## config.mk

```make
export PLATFORM = sky130hd
export DESIGN_NAME = pcih_cfg_regs
export DESIGN_NICKNAME = d
export VERILOG_FILES = /design/src/pcih_pkg.sv /design/src/pcih_cfg_regs.sv /design/src/pcih_sts_bit.sv
export VERILOG_INCLUDE_DIRS = /design/src
export SDC_FILE = /design/constraint.sdc
export NUM_CORES = 1
export LEC_CHECK = 0
export CAP_MARGIN = 5
export CORE_MARGIN = 3
export CORE_UTILIZATION = 30
export CTS_CLUSTER_SIZE = 25
export DETAILED_ROUTE_END_ITERATION = 10
export DONT_BUFFER_PORTS = 1
export GPL_TIMING_DRIVEN = 0
export PLACE_DENSITY = 0.54
export SLEW_MARGIN = 25
export SYNTH_ARGS = -nofsm -noshare
export SYNTH_HDL_FRONTEND = slang
export SYNTH_SLANG_ARGS = --single-unit
```

## constraint.sdc

```tcl
create_clock -name clk_i -period 2.4 [get_ports clk_i]
set_input_delay 0.12 -clock clk_i [delete_from_list [all_inputs] [get_ports clk_i]]
set_output_delay 0.12 -clock clk_i [all_outputs]
set_load 0.05 [all_outputs]
```

## src/pcih_consts.svh

```systemverilog
// Offsets, field positions, reset values and fixed codes of the configuration header
`ifndef PCIH_CONSTS_SVH
`define PCIH_CONSTS_SVH
`define PCIH_OFF_MAKER 8'h00
`define PCIH_OFF_PART 8'h02
`define PCIH_OFF_CMD 8'h04
`define PCIH_OFF_STS 8'h06
`define PCIH_MAKER_CODE 16'h1A2B
`define PCIH_PART_CODE 16'h3C4D
`define PCIH_CMD_RST 16'h0000
`define PCIH_STS_RST 16'h02B0
`define PCIH_CMD_IO 0
`define PCIH_CMD_MEM 1
`define PCIH_CMD_MASTER 2
`define PCIH_STS_TABORT 12
`define PCIH_STS_MABORT 13
`define PCIH_STS_SYSERR 14
`define PCIH_STS_FIXED 16'h02B0
`define PCIH_SEL_TIMING 2'h1
`endif

```

## src/pcih_pkg.sv

```systemverilog
// Types shared by the configuration header files
`default_nettype none
package pcih_pkg;
  // One configuration access from the bus front end
  typedef struct packed {
    logic rd;
    logic wr;
    logic [7:0] off;
    logic [3:0] be;
    logic [31:0] wdata;
  } pcih_cfg_t;
  // Hardware events that set sticky status
  typedef struct packed {
    logic sys_err;
    logic mst_abort;
    logic tgt_abort;
  } pcih_evt_t;
endpackage : pcih_pkg
`default_nettype wire

```

## src/pcih_cfg_regs.sv

```systemverilog
// Identification, command and status registers of the configuration header
`timescale 1ns/1ps
`default_nettype none
`include "pcih_consts.svh"
// How it works
// Fixed maker code at offset zero, read-only
// Fixed part code at offset two, read-only
// Command register at four, resets to zero except the fixed master bit
// Command bits fifteen to seven read zero
// Parity response reads zero, errors ignored
// Palette snoop bit fixed at zero
// Write-invalidate bit zero, never issued
// Special cycle bit zero, cycles ignored
// Bus master bit always reads one
// Memory enable gates memory space response
// I/O enable gates I/O space response
// Status at six, resets 02B0, abort flags
// Status shows target select timing class
// Writing one clears, zero leaves bit
// Select timing field reads binary 01
// Host uses Type 0 config cycles only
// Reserved command bits read zero always
module pcih_cfg_regs
  import pcih_pkg::*;
(
  input wire logic clk_i,
  input wire logic sys_rst_i,
  input wire pcih_cfg_t cfg_i,
  input wire pcih_evt_t evt_i,
  output logic [31:0] rdata_o,
  output logic mem_decode_en_o,
  output logic io_decode_en_o,
  output logic master_en_o,
  output logic mwi_allowed_o,
  output logic special_cycle_en_o
);
  // Writable command bits
  logic mem_en_r;
  logic io_en_r;
  // Sticky status flags
  logic tabort_q;
  logic mabort_q;
  logic syserr_q;
  // Word-aligned decode
  logic hit_w0;
  logic hit_w1;
  // Command write through byte lane 0
  logic cmd_lane_wr;
  // Status write through byte lane 3
  logic sts_lane_wr;
  // Per-flag write-one-to-clear strobes
  logic tabort_clr;
  logic mabort_clr;
  logic syserr_clr;
  // Assembled register images
  logic [15:0] cmd_val;
  logic [15:0] sts_val;
  // Reset images, sliced per bit so no bit is dropped by a shift
  localparam logic [15:0] CMD_RST = `PCIH_CMD_RST;
  localparam logic [15:0] STS_RST = `PCIH_STS_RST;

  // Word at offset zero or four
  function automatic logic word_hit(input logic [7:0] off, input logic [7:0] base);
    word_hit = (off[7:2] == base[7:2]);
  endfunction : word_hit

  // Clear strobe for the status bit at pos; only a one in that bit clears
  function automatic logic clear_hit(input logic lane_wr, input logic [31:0] wdata,
                                     input int pos);
    clear_hit = lane_wr && wdata[16 + pos];
  endfunction : clear_hit

  // Type 0 access assumed; offset low bits are ignored
  assign hit_w0 = word_hit(cfg_i.off, `PCIH_OFF_MAKER);
  assign hit_w1 = word_hit(cfg_i.off, `PCIH_OFF_CMD);

  // Byte lanes that reach the writable and clearable bits
  // Lanes 1 and 2 carry only fixed bits, so they decode to nothing
  assign cmd_lane_wr = cfg_i.wr && hit_w1 && cfg_i.be[0];
  assign sts_lane_wr = cfg_i.wr && hit_w1 && cfg_i.be[3];

  // one clears, zero leaves the flag alone
  assign tabort_clr = clear_hit(sts_lane_wr, cfg_i.wdata, `PCIH_STS_TABORT);
  assign mabort_clr = clear_hit(sts_lane_wr, cfg_i.wdata, `PCIH_STS_MABORT);
  assign syserr_clr = clear_hit(sts_lane_wr, cfg_i.wdata, `PCIH_STS_SYSERR);

  // Memory enable, written through byte lane 0
  // memory space enable
  always_ff @(posedge clk_i) begin
    if (sys_rst_i) begin
      mem_en_r <= CMD_RST[`PCIH_CMD_MEM];
    end else if (cmd_lane_wr) begin
      mem_en_r <= cfg_i.wdata[`PCIH_CMD_MEM];
    end
  end

  // I/O enable, same lane
  // Kept apart from the memory enable so each bit has its own process
  // io space enable
  always_ff @(posedge clk_i) begin
    if (sys_rst_i) begin
      io_en_r <= CMD_RST[`PCIH_CMD_IO];
    end else if (cmd_lane_wr) begin
      io_en_r <= cfg_i.wdata[`PCIH_CMD_IO];
    end
  end

  // Command image; all other bits are constants so writes cannot reach them
  // reset value zero except fixed master bit
  // bits 15..7 tie to zero
  // parity response zero
  // palette snoop zero
  // write invalidate zero
  // special cycle zero
  // bus master reads one
  // reserved bits zero
  always_comb begin
    cmd_val = 16'h0000;
    cmd_val[`PCIH_CMD_MASTER] = 1'b1;
    cmd_val[`PCIH_CMD_MEM] = mem_en_r;
    cmd_val[`PCIH_CMD_IO] = io_en_r;
  end

  // Clears come from byte lane 3 (status high byte)
  // write one clears
  pcih_sts_bit u_tabort (
    .clk_i(clk_i),
    .sys_rst_i(sys_rst_i),
    .set_i(evt_i.tgt_abort),
    .clr_i(tabort_clr),
    .q_o(tabort_q)
  );
  pcih_sts_bit u_mabort (
    .clk_i(clk_i),
    .sys_rst_i(sys_rst_i),
    .set_i(evt_i.mst_abort),
    .clr_i(mabort_clr),
    .q_o(mabort_q)
  );
  pcih_sts_bit u_syserr (
    .clk_i(clk_i),
    .sys_rst_i(sys_rst_i),
    .set_i(evt_i.sys_err),
    .clr_i(syserr_clr),
    .q_o(syserr_q)
  );

  // Status image: fixed bits plus sticky flags
  // status reset 02B0
  // select timing shown
  // timing field 01
  always_comb begin
    sts_val = `PCIH_STS_FIXED;
    sts_val[10:9] = `PCIH_SEL_TIMING;
    sts_val[`PCIH_STS_TABORT] = tabort_q;
    sts_val[`PCIH_STS_MABORT] = mabort_q;
    sts_val[`PCIH_STS_SYSERR] = syserr_q;
  end

  // Registered read data; unmapped offsets read zero
  // maker code fixed
  // part code fixed
  always_ff @(posedge clk_i) begin
    if (sys_rst_i) begin
      rdata_o <= 32'h0000_0000;
    end else if (cfg_i.rd && hit_w0) begin
      rdata_o <= {`PCIH_PART_CODE, `PCIH_MAKER_CODE};
    end else if (cfg_i.rd && hit_w1) begin
      rdata_o <= {sts_val, cmd_val};
    end else if (cfg_i.rd) begin
      rdata_o <= 32'h0000_0000;
    end
  end

  // Decode gates for the rest of the device
  assign mem_decode_en_o = mem_en_r;
  assign io_decode_en_o = io_en_r;
  assign master_en_o = cmd_val[`PCIH_CMD_MASTER];
  assign mwi_allowed_o = cmd_val[4];
  assign special_cycle_en_o = cmd_val[3];

  // Memory enable follows a written value next cycle
  chk_mem_enable_write: assert property (@(posedge clk_i) disable iff (sys_rst_i)
    cfg_i.wr && hit_w1 && cfg_i.be[0] |=> mem_decode_en_o == $past(cfg_i.wdata[1]))
    else $error("memory enable did not take written value");
  chk_io_enable_write: assert property (@(posedge clk_i) disable iff (sys_rst_i)
    cfg_i.wr && hit_w1 && cfg_i.be[0] |=> io_decode_en_o == $past(cfg_i.wdata[0]))
    else $error("io enable did not take written value");
  chk_cmd_fixed_bits: assert property (@(posedge clk_i) disable iff (sys_rst_i)
    cfg_i.rd && hit_w1 |=> rdata_o[15:2] == 14'h0001)
    else $error("command fixed bits wrong");
  chk_id_read: assert property (@(posedge clk_i) disable iff (sys_rst_i)
    cfg_i.rd && hit_w0 |=> rdata_o == {`PCIH_PART_CODE, `PCIH_MAKER_CODE})
    else $error("identification read wrong");
  chk_timing_field: assert property (@(posedge clk_i) disable iff (sys_rst_i)
    cfg_i.rd && hit_w1 |=> rdata_o[26:25] == 2'h1 && rdata_o[31] == 1'b0)
    else $error("select timing field wrong");
  chk_abort_sticky: assert property (@(posedge clk_i) disable iff (sys_rst_i)
    evt_i.tgt_abort |=> tabort_q)
    else $error("target abort flag not set");
  chk_clear_one: assert property (@(posedge clk_i) disable iff (sys_rst_i)
    cfg_i.wr && hit_w1 && cfg_i.be[3] && cfg_i.wdata[29] && !evt_i.mst_abort |=> !mabort_q)
    else $error("write one did not clear");
  chk_clear_zero: assert property (@(posedge clk_i) disable iff (sys_rst_i)
    mabort_q && !(cfg_i.wr && hit_w1 && cfg_i.be[3] && cfg_i.wdata[29]) |=> mabort_q)
    else $error("flag lost without write one");
  chk_reset_enables: assert property (@(posedge clk_i)
    sys_rst_i |=> !mem_decode_en_o && !io_decode_en_o)
    else $error("enables not zero after reset");

  // Checks on the command and identification words
  // Lanes other than 0 must leave the enables where they were
  chk_mem_lane_gate: assert property (@(posedge clk_i) disable iff (sys_rst_i)
    cfg_i.wr && hit_w1 && !cfg_i.be[0] |=> $stable(mem_decode_en_o))
    else $error("memory enable moved without lane 0");
  // Same for the I/O enable
  chk_io_lane_gate: assert property (@(posedge clk_i) disable iff (sys_rst_i)
    cfg_i.wr && hit_w1 && !cfg_i.be[0] |=> $stable(io_decode_en_o))
    else $error("io enable moved without lane 0");
  // Writes to the identification word reach no state
  chk_id_write_ignored: assert property (@(posedge clk_i) disable iff (sys_rst_i)
    cfg_i.wr && hit_w0 |=> $stable(mem_decode_en_o) && $stable(io_decode_en_o))
    else $error("identification write changed state");
  // Part code in the upper half of word zero
  chk_part_read: assert property (@(posedge clk_i) disable iff (sys_rst_i)
    cfg_i.rd && hit_w0 |=> rdata_o[31:16] == `PCIH_PART_CODE)
    else $error("part code read wrong");
  // Enables read back in bits 1 and 0
  chk_cmd_enable_read: assert property (@(posedge clk_i) disable iff (sys_rst_i)
    cfg_i.rd && hit_w1 |=> rdata_o[1:0] == $past({mem_decode_en_o, io_decode_en_o}))
    else $error("enables read back wrong");
  // Parity response reads zero, so parity errors go unreported
  chk_parity_zero: assert property (@(posedge clk_i) disable iff (sys_rst_i)
    cfg_i.rd && hit_w1 |=> !rdata_o[6])
    else $error("parity response bit set");
  // Palette snooping never enabled
  chk_palette_zero: assert property (@(posedge clk_i) disable iff (sys_rst_i)
    cfg_i.rd && hit_w1 |=> !rdata_o[5])
    else $error("palette snoop bit set");
  // Write-and-invalidate never offered
  chk_mwi_zero: assert property (@(posedge clk_i) disable iff (sys_rst_i)
    cfg_i.rd && hit_w1 |=> !rdata_o[4])
    else $error("write invalidate bit set");
  // Special cycles never acted on
  chk_special_zero: assert property (@(posedge clk_i) disable iff (sys_rst_i)
    cfg_i.rd && hit_w1 |=> !rdata_o[3])
    else $error("special cycle bit set");
  // Mastering always permitted
  chk_master_one: assert property (@(posedge clk_i) disable iff (sys_rst_i)
    cfg_i.rd && hit_w1 |=> rdata_o[2])
    else $error("bus master bit clear");
  // Reserved command bits read zero
  chk_reserved_cmd: assert property (@(posedge clk_i) disable iff (sys_rst_i)
    cfg_i.rd && hit_w1 |=> rdata_o[15:10] == 6'h00)
    else $error("reserved command bits set");
  // Unimplemented command bits read zero
  chk_unimpl_cmd: assert property (@(posedge clk_i) disable iff (sys_rst_i)
    cfg_i.rd && hit_w1 |=> rdata_o[9:7] == 3'h0)
    else $error("unimplemented command bits set");

  // Checks on the status word
  // Bits 11 to 0 and 15 never move; the flags sit in 14 to 12
  chk_status_fixed: assert property (@(posedge clk_i) disable iff (sys_rst_i)
    cfg_i.rd && hit_w1 |=> rdata_o[27:16] == STS_RST[11:0] && !rdata_o[31])
    else $error("fixed status bits wrong");
  // Flags read back as they stood at the read edge
  chk_flag_read: assert property (@(posedge clk_i) disable iff (sys_rst_i)
    cfg_i.rd && hit_w1 |=> rdata_o[30:28] == $past({syserr_q, mabort_q, tabort_q}))
    else $error("status flags read back wrong");
  // Master abort flag is sticky
  chk_mabort_sticky: assert property (@(posedge clk_i) disable iff (sys_rst_i)
    evt_i.mst_abort |=> mabort_q)
    else $error("master abort flag not set");
  // System error flag is sticky too
  chk_syserr_sticky: assert property (@(posedge clk_i) disable iff (sys_rst_i)
    evt_i.sys_err |=> syserr_q)
    else $error("system error flag not set");
  // A one clears unless the event repeats in that cycle
  chk_tabort_clear: assert property (@(posedge clk_i) disable iff (sys_rst_i)
    cfg_i.wr && hit_w1 && cfg_i.be[3] && cfg_i.wdata[28] && !evt_i.tgt_abort |=> !tabort_q)
    else $error("target abort flag not cleared");
  // System error flag clears the same way
  chk_syserr_clear: assert property (@(posedge clk_i) disable iff (sys_rst_i)
    cfg_i.wr && hit_w1 && cfg_i.be[3] && cfg_i.wdata[30] && !evt_i.sys_err |=> !syserr_q)
    else $error("system error flag not cleared");
  // Without a one in its bit a flag stays set
  chk_tabort_hold: assert property (@(posedge clk_i) disable iff (sys_rst_i)
    tabort_q && !(cfg_i.wr && hit_w1 && cfg_i.be[3] && cfg_i.wdata[28]) |=> tabort_q)
    else $error("target abort flag lost");
  // Same for system error
  chk_syserr_hold: assert property (@(posedge clk_i) disable iff (sys_rst_i)
    syserr_q && !(cfg_i.wr && hit_w1 && cfg_i.be[3] && cfg_i.wdata[30]) |=> syserr_q)
    else $error("system error flag lost");

  // Checks after reset
  // Flags start clear, so software sees no stale abort
  chk_reset_flags: assert property (@(posedge clk_i)
    sys_rst_i |=> !tabort_q && !mabort_q && !syserr_q)
    else $error("status flags not clear after reset");
  // Read data starts at zero until the first read
  chk_reset_rdata: assert property (@(posedge clk_i)
    sys_rst_i |=> rdata_o == 32'h0000_0000)
    else $error("read data not zero after reset");
endmodule : pcih_cfg_regs
`default_nettype wire

```

## src/pcih_sts_bit.sv

```systemverilog
// One sticky write-one-to-clear status bit
`timescale 1ns/1ps
`default_nettype none
module pcih_sts_bit (
  input wire logic clk_i,
  input wire logic sys_rst_i,
  input wire logic set_i,
  input wire logic clr_i,
  output logic q_o
);
  // Set wins over a clear in the same cycle
  always_ff @(posedge clk_i) begin
    if (sys_rst_i) begin
      q_o <= 1'b0;
    end else if (set_i) begin
      q_o <= 1'b1;
    end else if (clr_i) begin
      q_o <= 1'b0;
    end
  end
endmodule : pcih_sts_bit
`default_nettype wire

```

==> out/summary.json <==
{
  "placed_design": {
    "dpl.hpwl_mm": 1.32,
    "placement.io_buffers": 0,
    "place_inst": 128,
    "gp_congestion": 0.737
  },
  "logic_synthesis": {
    "syn-cell-area_sq_um": 786,
    "syn_inst": 88,
    "ys_types": 22,
    "warnings_from_yosys": 0,
    "synth_area_per_cell_sq_um": 8.93,
    "synth_top_area_cell": "sky130_fd_sc_hd__dfxtp_1",
    "ys_seq_elements": 12,
    "yosysSeqAreaShare_pct": 30.6,
    "yosys-top-cells-area": "sky130_fd_sc_hd__dfxtp_1 (31%), sky130_fd_sc_hd__buf_4 (27%), sky130_fd_sc_hd__o31ai_1 (6.7%)",
    "netlist.area_leader.share_pct": 30.6
  },
  "critical_path": {
    "cp.required_ns": 2.28,
    "worst-path-max-fanout": 12,
    "cpLargestDelayFamily": "flip-flops",
    "critical-path-slowest-cell": "sky130_fd_sc_hd__dfxtp_1",
    "timing.critical_path.cells": "buf_4",
    "critical_path.endpoint_type": "primary output",
    "crit_path_buf_inv_count": 1,
    "crit_arrival_ns": 1.44,
    "critPathMaxStageDelay_ns": 0.84,
    "startpoint_type": "flip-flop",
    "timing.setup.critical_path_class": "reg2out"
  },
  "cts": {
    "cts.root.buffer_cell": "sky130_fd_sc_hd__clkbuf_4",
    "ctsHtreeMaxLevel": 1,
    "clk-insertion-delay-late_ns": 0.28,
    "postCtsSetupBuffers": 0,
    "clkTransAtPathRegs_ns": 0.08,
    "cts-buffers-inserted": 3,
    "ctsLongestPathBuffers": 2,
    "clock-sinks": 12,
    "post_cts_resize_count": 0,
    "cts_hold_repair.buffers": 9,
    "cts_tree": "done"
  },
  "die": {
    "floorplan.core_area_sq_mm": 0.00234,
    "initial_core_util_pct": 33.6,
    "fp.dieArea_sq_mm": 0.00327,
    "width_of_the_die_um": 57.2,
    "row_count": 17,
    "fp.dieH_um": 57.2,
    "number_of_ports_placed_on_the_die_boundary": 88
  },
  "global_route": {
    "grt_start_max_net_pins": 13,
    "via_count_of_the_first_global_routing_pass": 606,
    "globalRouteTotalUtil_pct": 11.2,
    "grt_antenna_before_repair": 0,
    "grt_remaining_overflow": 0,
    "wire_length_of_the_first_global_routing_pass_mm": 2.79
  },
  "timing": {
    "setup_viol_count_final": 0,
    "timing_hold_violations_final": 0,
    "fmax_mhz": 639,
    "timing.final.max_slew_violations": 0,
    "tns_ns": 0,
    "finalCritPeriodShare_pct": 65.2,
    "final_setup_skew_ns": 0.00780,
    "tightest_slew_ns": 0.783,
    "final_period_minus_worst_setup_slack_ns": 1.56,
    "grt_setup_unrepaired": "no",
    "timing.max_slew.rel_slack_pct": 47.7
  },
  "detailed_routing": {
    "detailroute.via_count": 617,
    "detail_route.first_pass.iterations": 4,
    "initialDrtViolationCount": 4,
    "route.detailed.drc": 0,
    "post_drt_wl_per_cell_um": 12.2,
    "final_antenna_net_count": 0,
    "postRouteWirelength_mm": 1.72,
    "vias_per_cell": 4.38
  },
  "cells_and_area": {
    "layout.nets": 165,
    "syn_to_final_growth_pct": 26.3,
    "register_area_sq_um": 240,
    "n_fill_cell": 246,
    "multi_input_comb_area_sq_um": 358,
    "post_route_cells_drive_above_1_share_pct": 36.3,
    "antennaDiodeCount": 0,
    "instances_no_fill": 141
  },
  "pwr": {
    "power.density_mw_per_mm2": 482,
    "vdd_ir_drop_max_mv": 0.296,
    "p_leak_nw": 0.455
  },
  "flow_run": {
    "number_of_violations_of_the_max_capacitance_limit": 0
  },
  "hold_path": {
    "min_path_type": "in2reg"
  },
  "status": {
    "run_status": "finished, final reports clean"
  }
}
[Yosys cell counts (all sizes together)]
cell type / n
nor2b: 4
clkbuf: 2
nor3: 1
nand3: 1
and3: 1
inv: 4
a21oi: 4
nand2b: 2
a31oi: 3
nor2: 1
conb: 2
dfxtp: 12
or3b: 5
nand4bb: 1
buf: 28
o31ai: 7
o21bai: 3
and4bb: 1
or3: 1
nand2: 1
nand4: 3
nand4b: 1
[path summary, 6_finish.rpt]
path	startpoint	to	slack, ns	cells after the start
max	rdata_o[27]	rdata_o[18]	0.84	1
min	cfg_i[32]	io_decode_en_o	0.01	2
max reg2reg	rdata_o[0]	rdata_o[0]	1.11	2
min reg2reg	u_syserr.q_o	rdata_o[30]	0.47	2
[cells in the final DEF (no fill, tap or decap)]
| cell | synthesis | layout |
|---|---|---|
| sky130_fd_sc_hd__clkbuf_1 | 2 | 2 |
| sky130_fd_sc_hd__dfxtp_1 | 12 | 12 |
| sky130_fd_sc_hd__clkbuf_4 | 0 | 3 |
| sky130_fd_sc_hd__nor2_1 | 1 | 1 |
| sky130_fd_sc_hd__nand4_1 | 3 | 3 |
| sky130_fd_sc_hd__nand2_1 | 1 | 1 |
| sky130_fd_sc_hd__inv_1 | 4 | 4 |
| sky130_fd_sc_hd__o31ai_1 | 7 | 7 |
| sky130_fd_sc_hd__nand4bb_1 | 1 | 1 |
| sky130_fd_sc_hd__and3_1 | 1 | 1 |
| sky130_fd_sc_hd__or3b_2 | 5 | 5 |
| sky130_fd_sc_hd__and4bb_2 | 1 | 1 |
| sky130_fd_sc_hd__nor3_4 | 1 | 1 |
| sky130_fd_sc_hd__nand3_4 | 1 | 1 |
| sky130_fd_sc_hd__buf_4 | 28 | 28 |
| sky130_fd_sc_hd__nand4b_1 | 1 | 1 |
| sky130_fd_sc_hd__nand2b_1 | 2 | 2 |
| sky130_fd_sc_hd__nor2b_1 | 4 | 4 |
| sky130_fd_sc_hd__a21oi_1 | 4 | 4 |
| sky130_fd_sc_hd__dlygate4sd3_1 | 0 | 9 |
| sky130_fd_sc_hd__clkbuf_8 | 0 | 1 |
| sky130_fd_sc_hd__a31oi_1 | 3 | 3 |
| sky130_fd_sc_hd__or3_4 | 1 | 1 |
| sky130_fd_sc_hd__o21bai_1 | 3 | 3 |
| sky130_fd_sc_hd__conb_1 | 2 | 14 |
[state kept, by name, indices dropped and copies added (netlist names)]
name / flops
u_tabort.q_o: 1
u_syserr.q_o: 1
u_mabort.q_o: 1
mem_decode_en_o: 1
rdata_o: 7
io_decode_en_o: 1
[per-layer routing]
metal	GRT usage (%)	up-vias	wire [um]	part of all wire [%]
met2	19.2	32	863	50
met4	7.95	0	53	3.1
met3	2.71	6	172	10
met5	0	-	0	0
li1	-	315	-	-
met1	11.9	264	626	37
[cells by family (layout without fill, tap and decap cells)]
group                  count (synthesis)  in the layout  synth area share [%]
AO/OA/AOI/OAI                         17             17                  14.5
buffers and inverters                 34             47                  29.6
flip-flops                            12             12                  30.6
other                                  2             14                 0.956
AND/OR/NAND/NOR                       23             23                  24.4
[through the flow]
stage	instance area, sq um	util, %	hold WS [ns]	total power, mW	setup slack (ns)
after floorplan	831	-	0.227	0.303	1.17
after global placement	866	37.0	0.229	0.307	1.13
after detailed placement	866	37.0	0.233	0.308	1.12
after CTS	992	42.4	0.00136	0.481	0.815
after global routing	992	42.4	0.0227	0.501	0.747
final	992	42.4	0.0119	0.479	0.835
[cell type report]
cell class                 instances  share of cell area (%)
multi-input combinational         54                    36.1
clock buffer                       4                    3.66
tap                               28                    3.53
timing repair buffer               9                    9.08
sequential                        12                    24.2
inverter                           4                    1.51
buffer                            30                    21.9
[power by group]
part	total, mW	switching [mW]	internal (mW)
clock	0.161	0.0688	0.0923
combinational	0.110	0.0706	0.0390
sequential	0.208	0.00483	0.203
total	0.479	0.144	0.334
No activity file was read; power rests on OpenSTA's default activity.
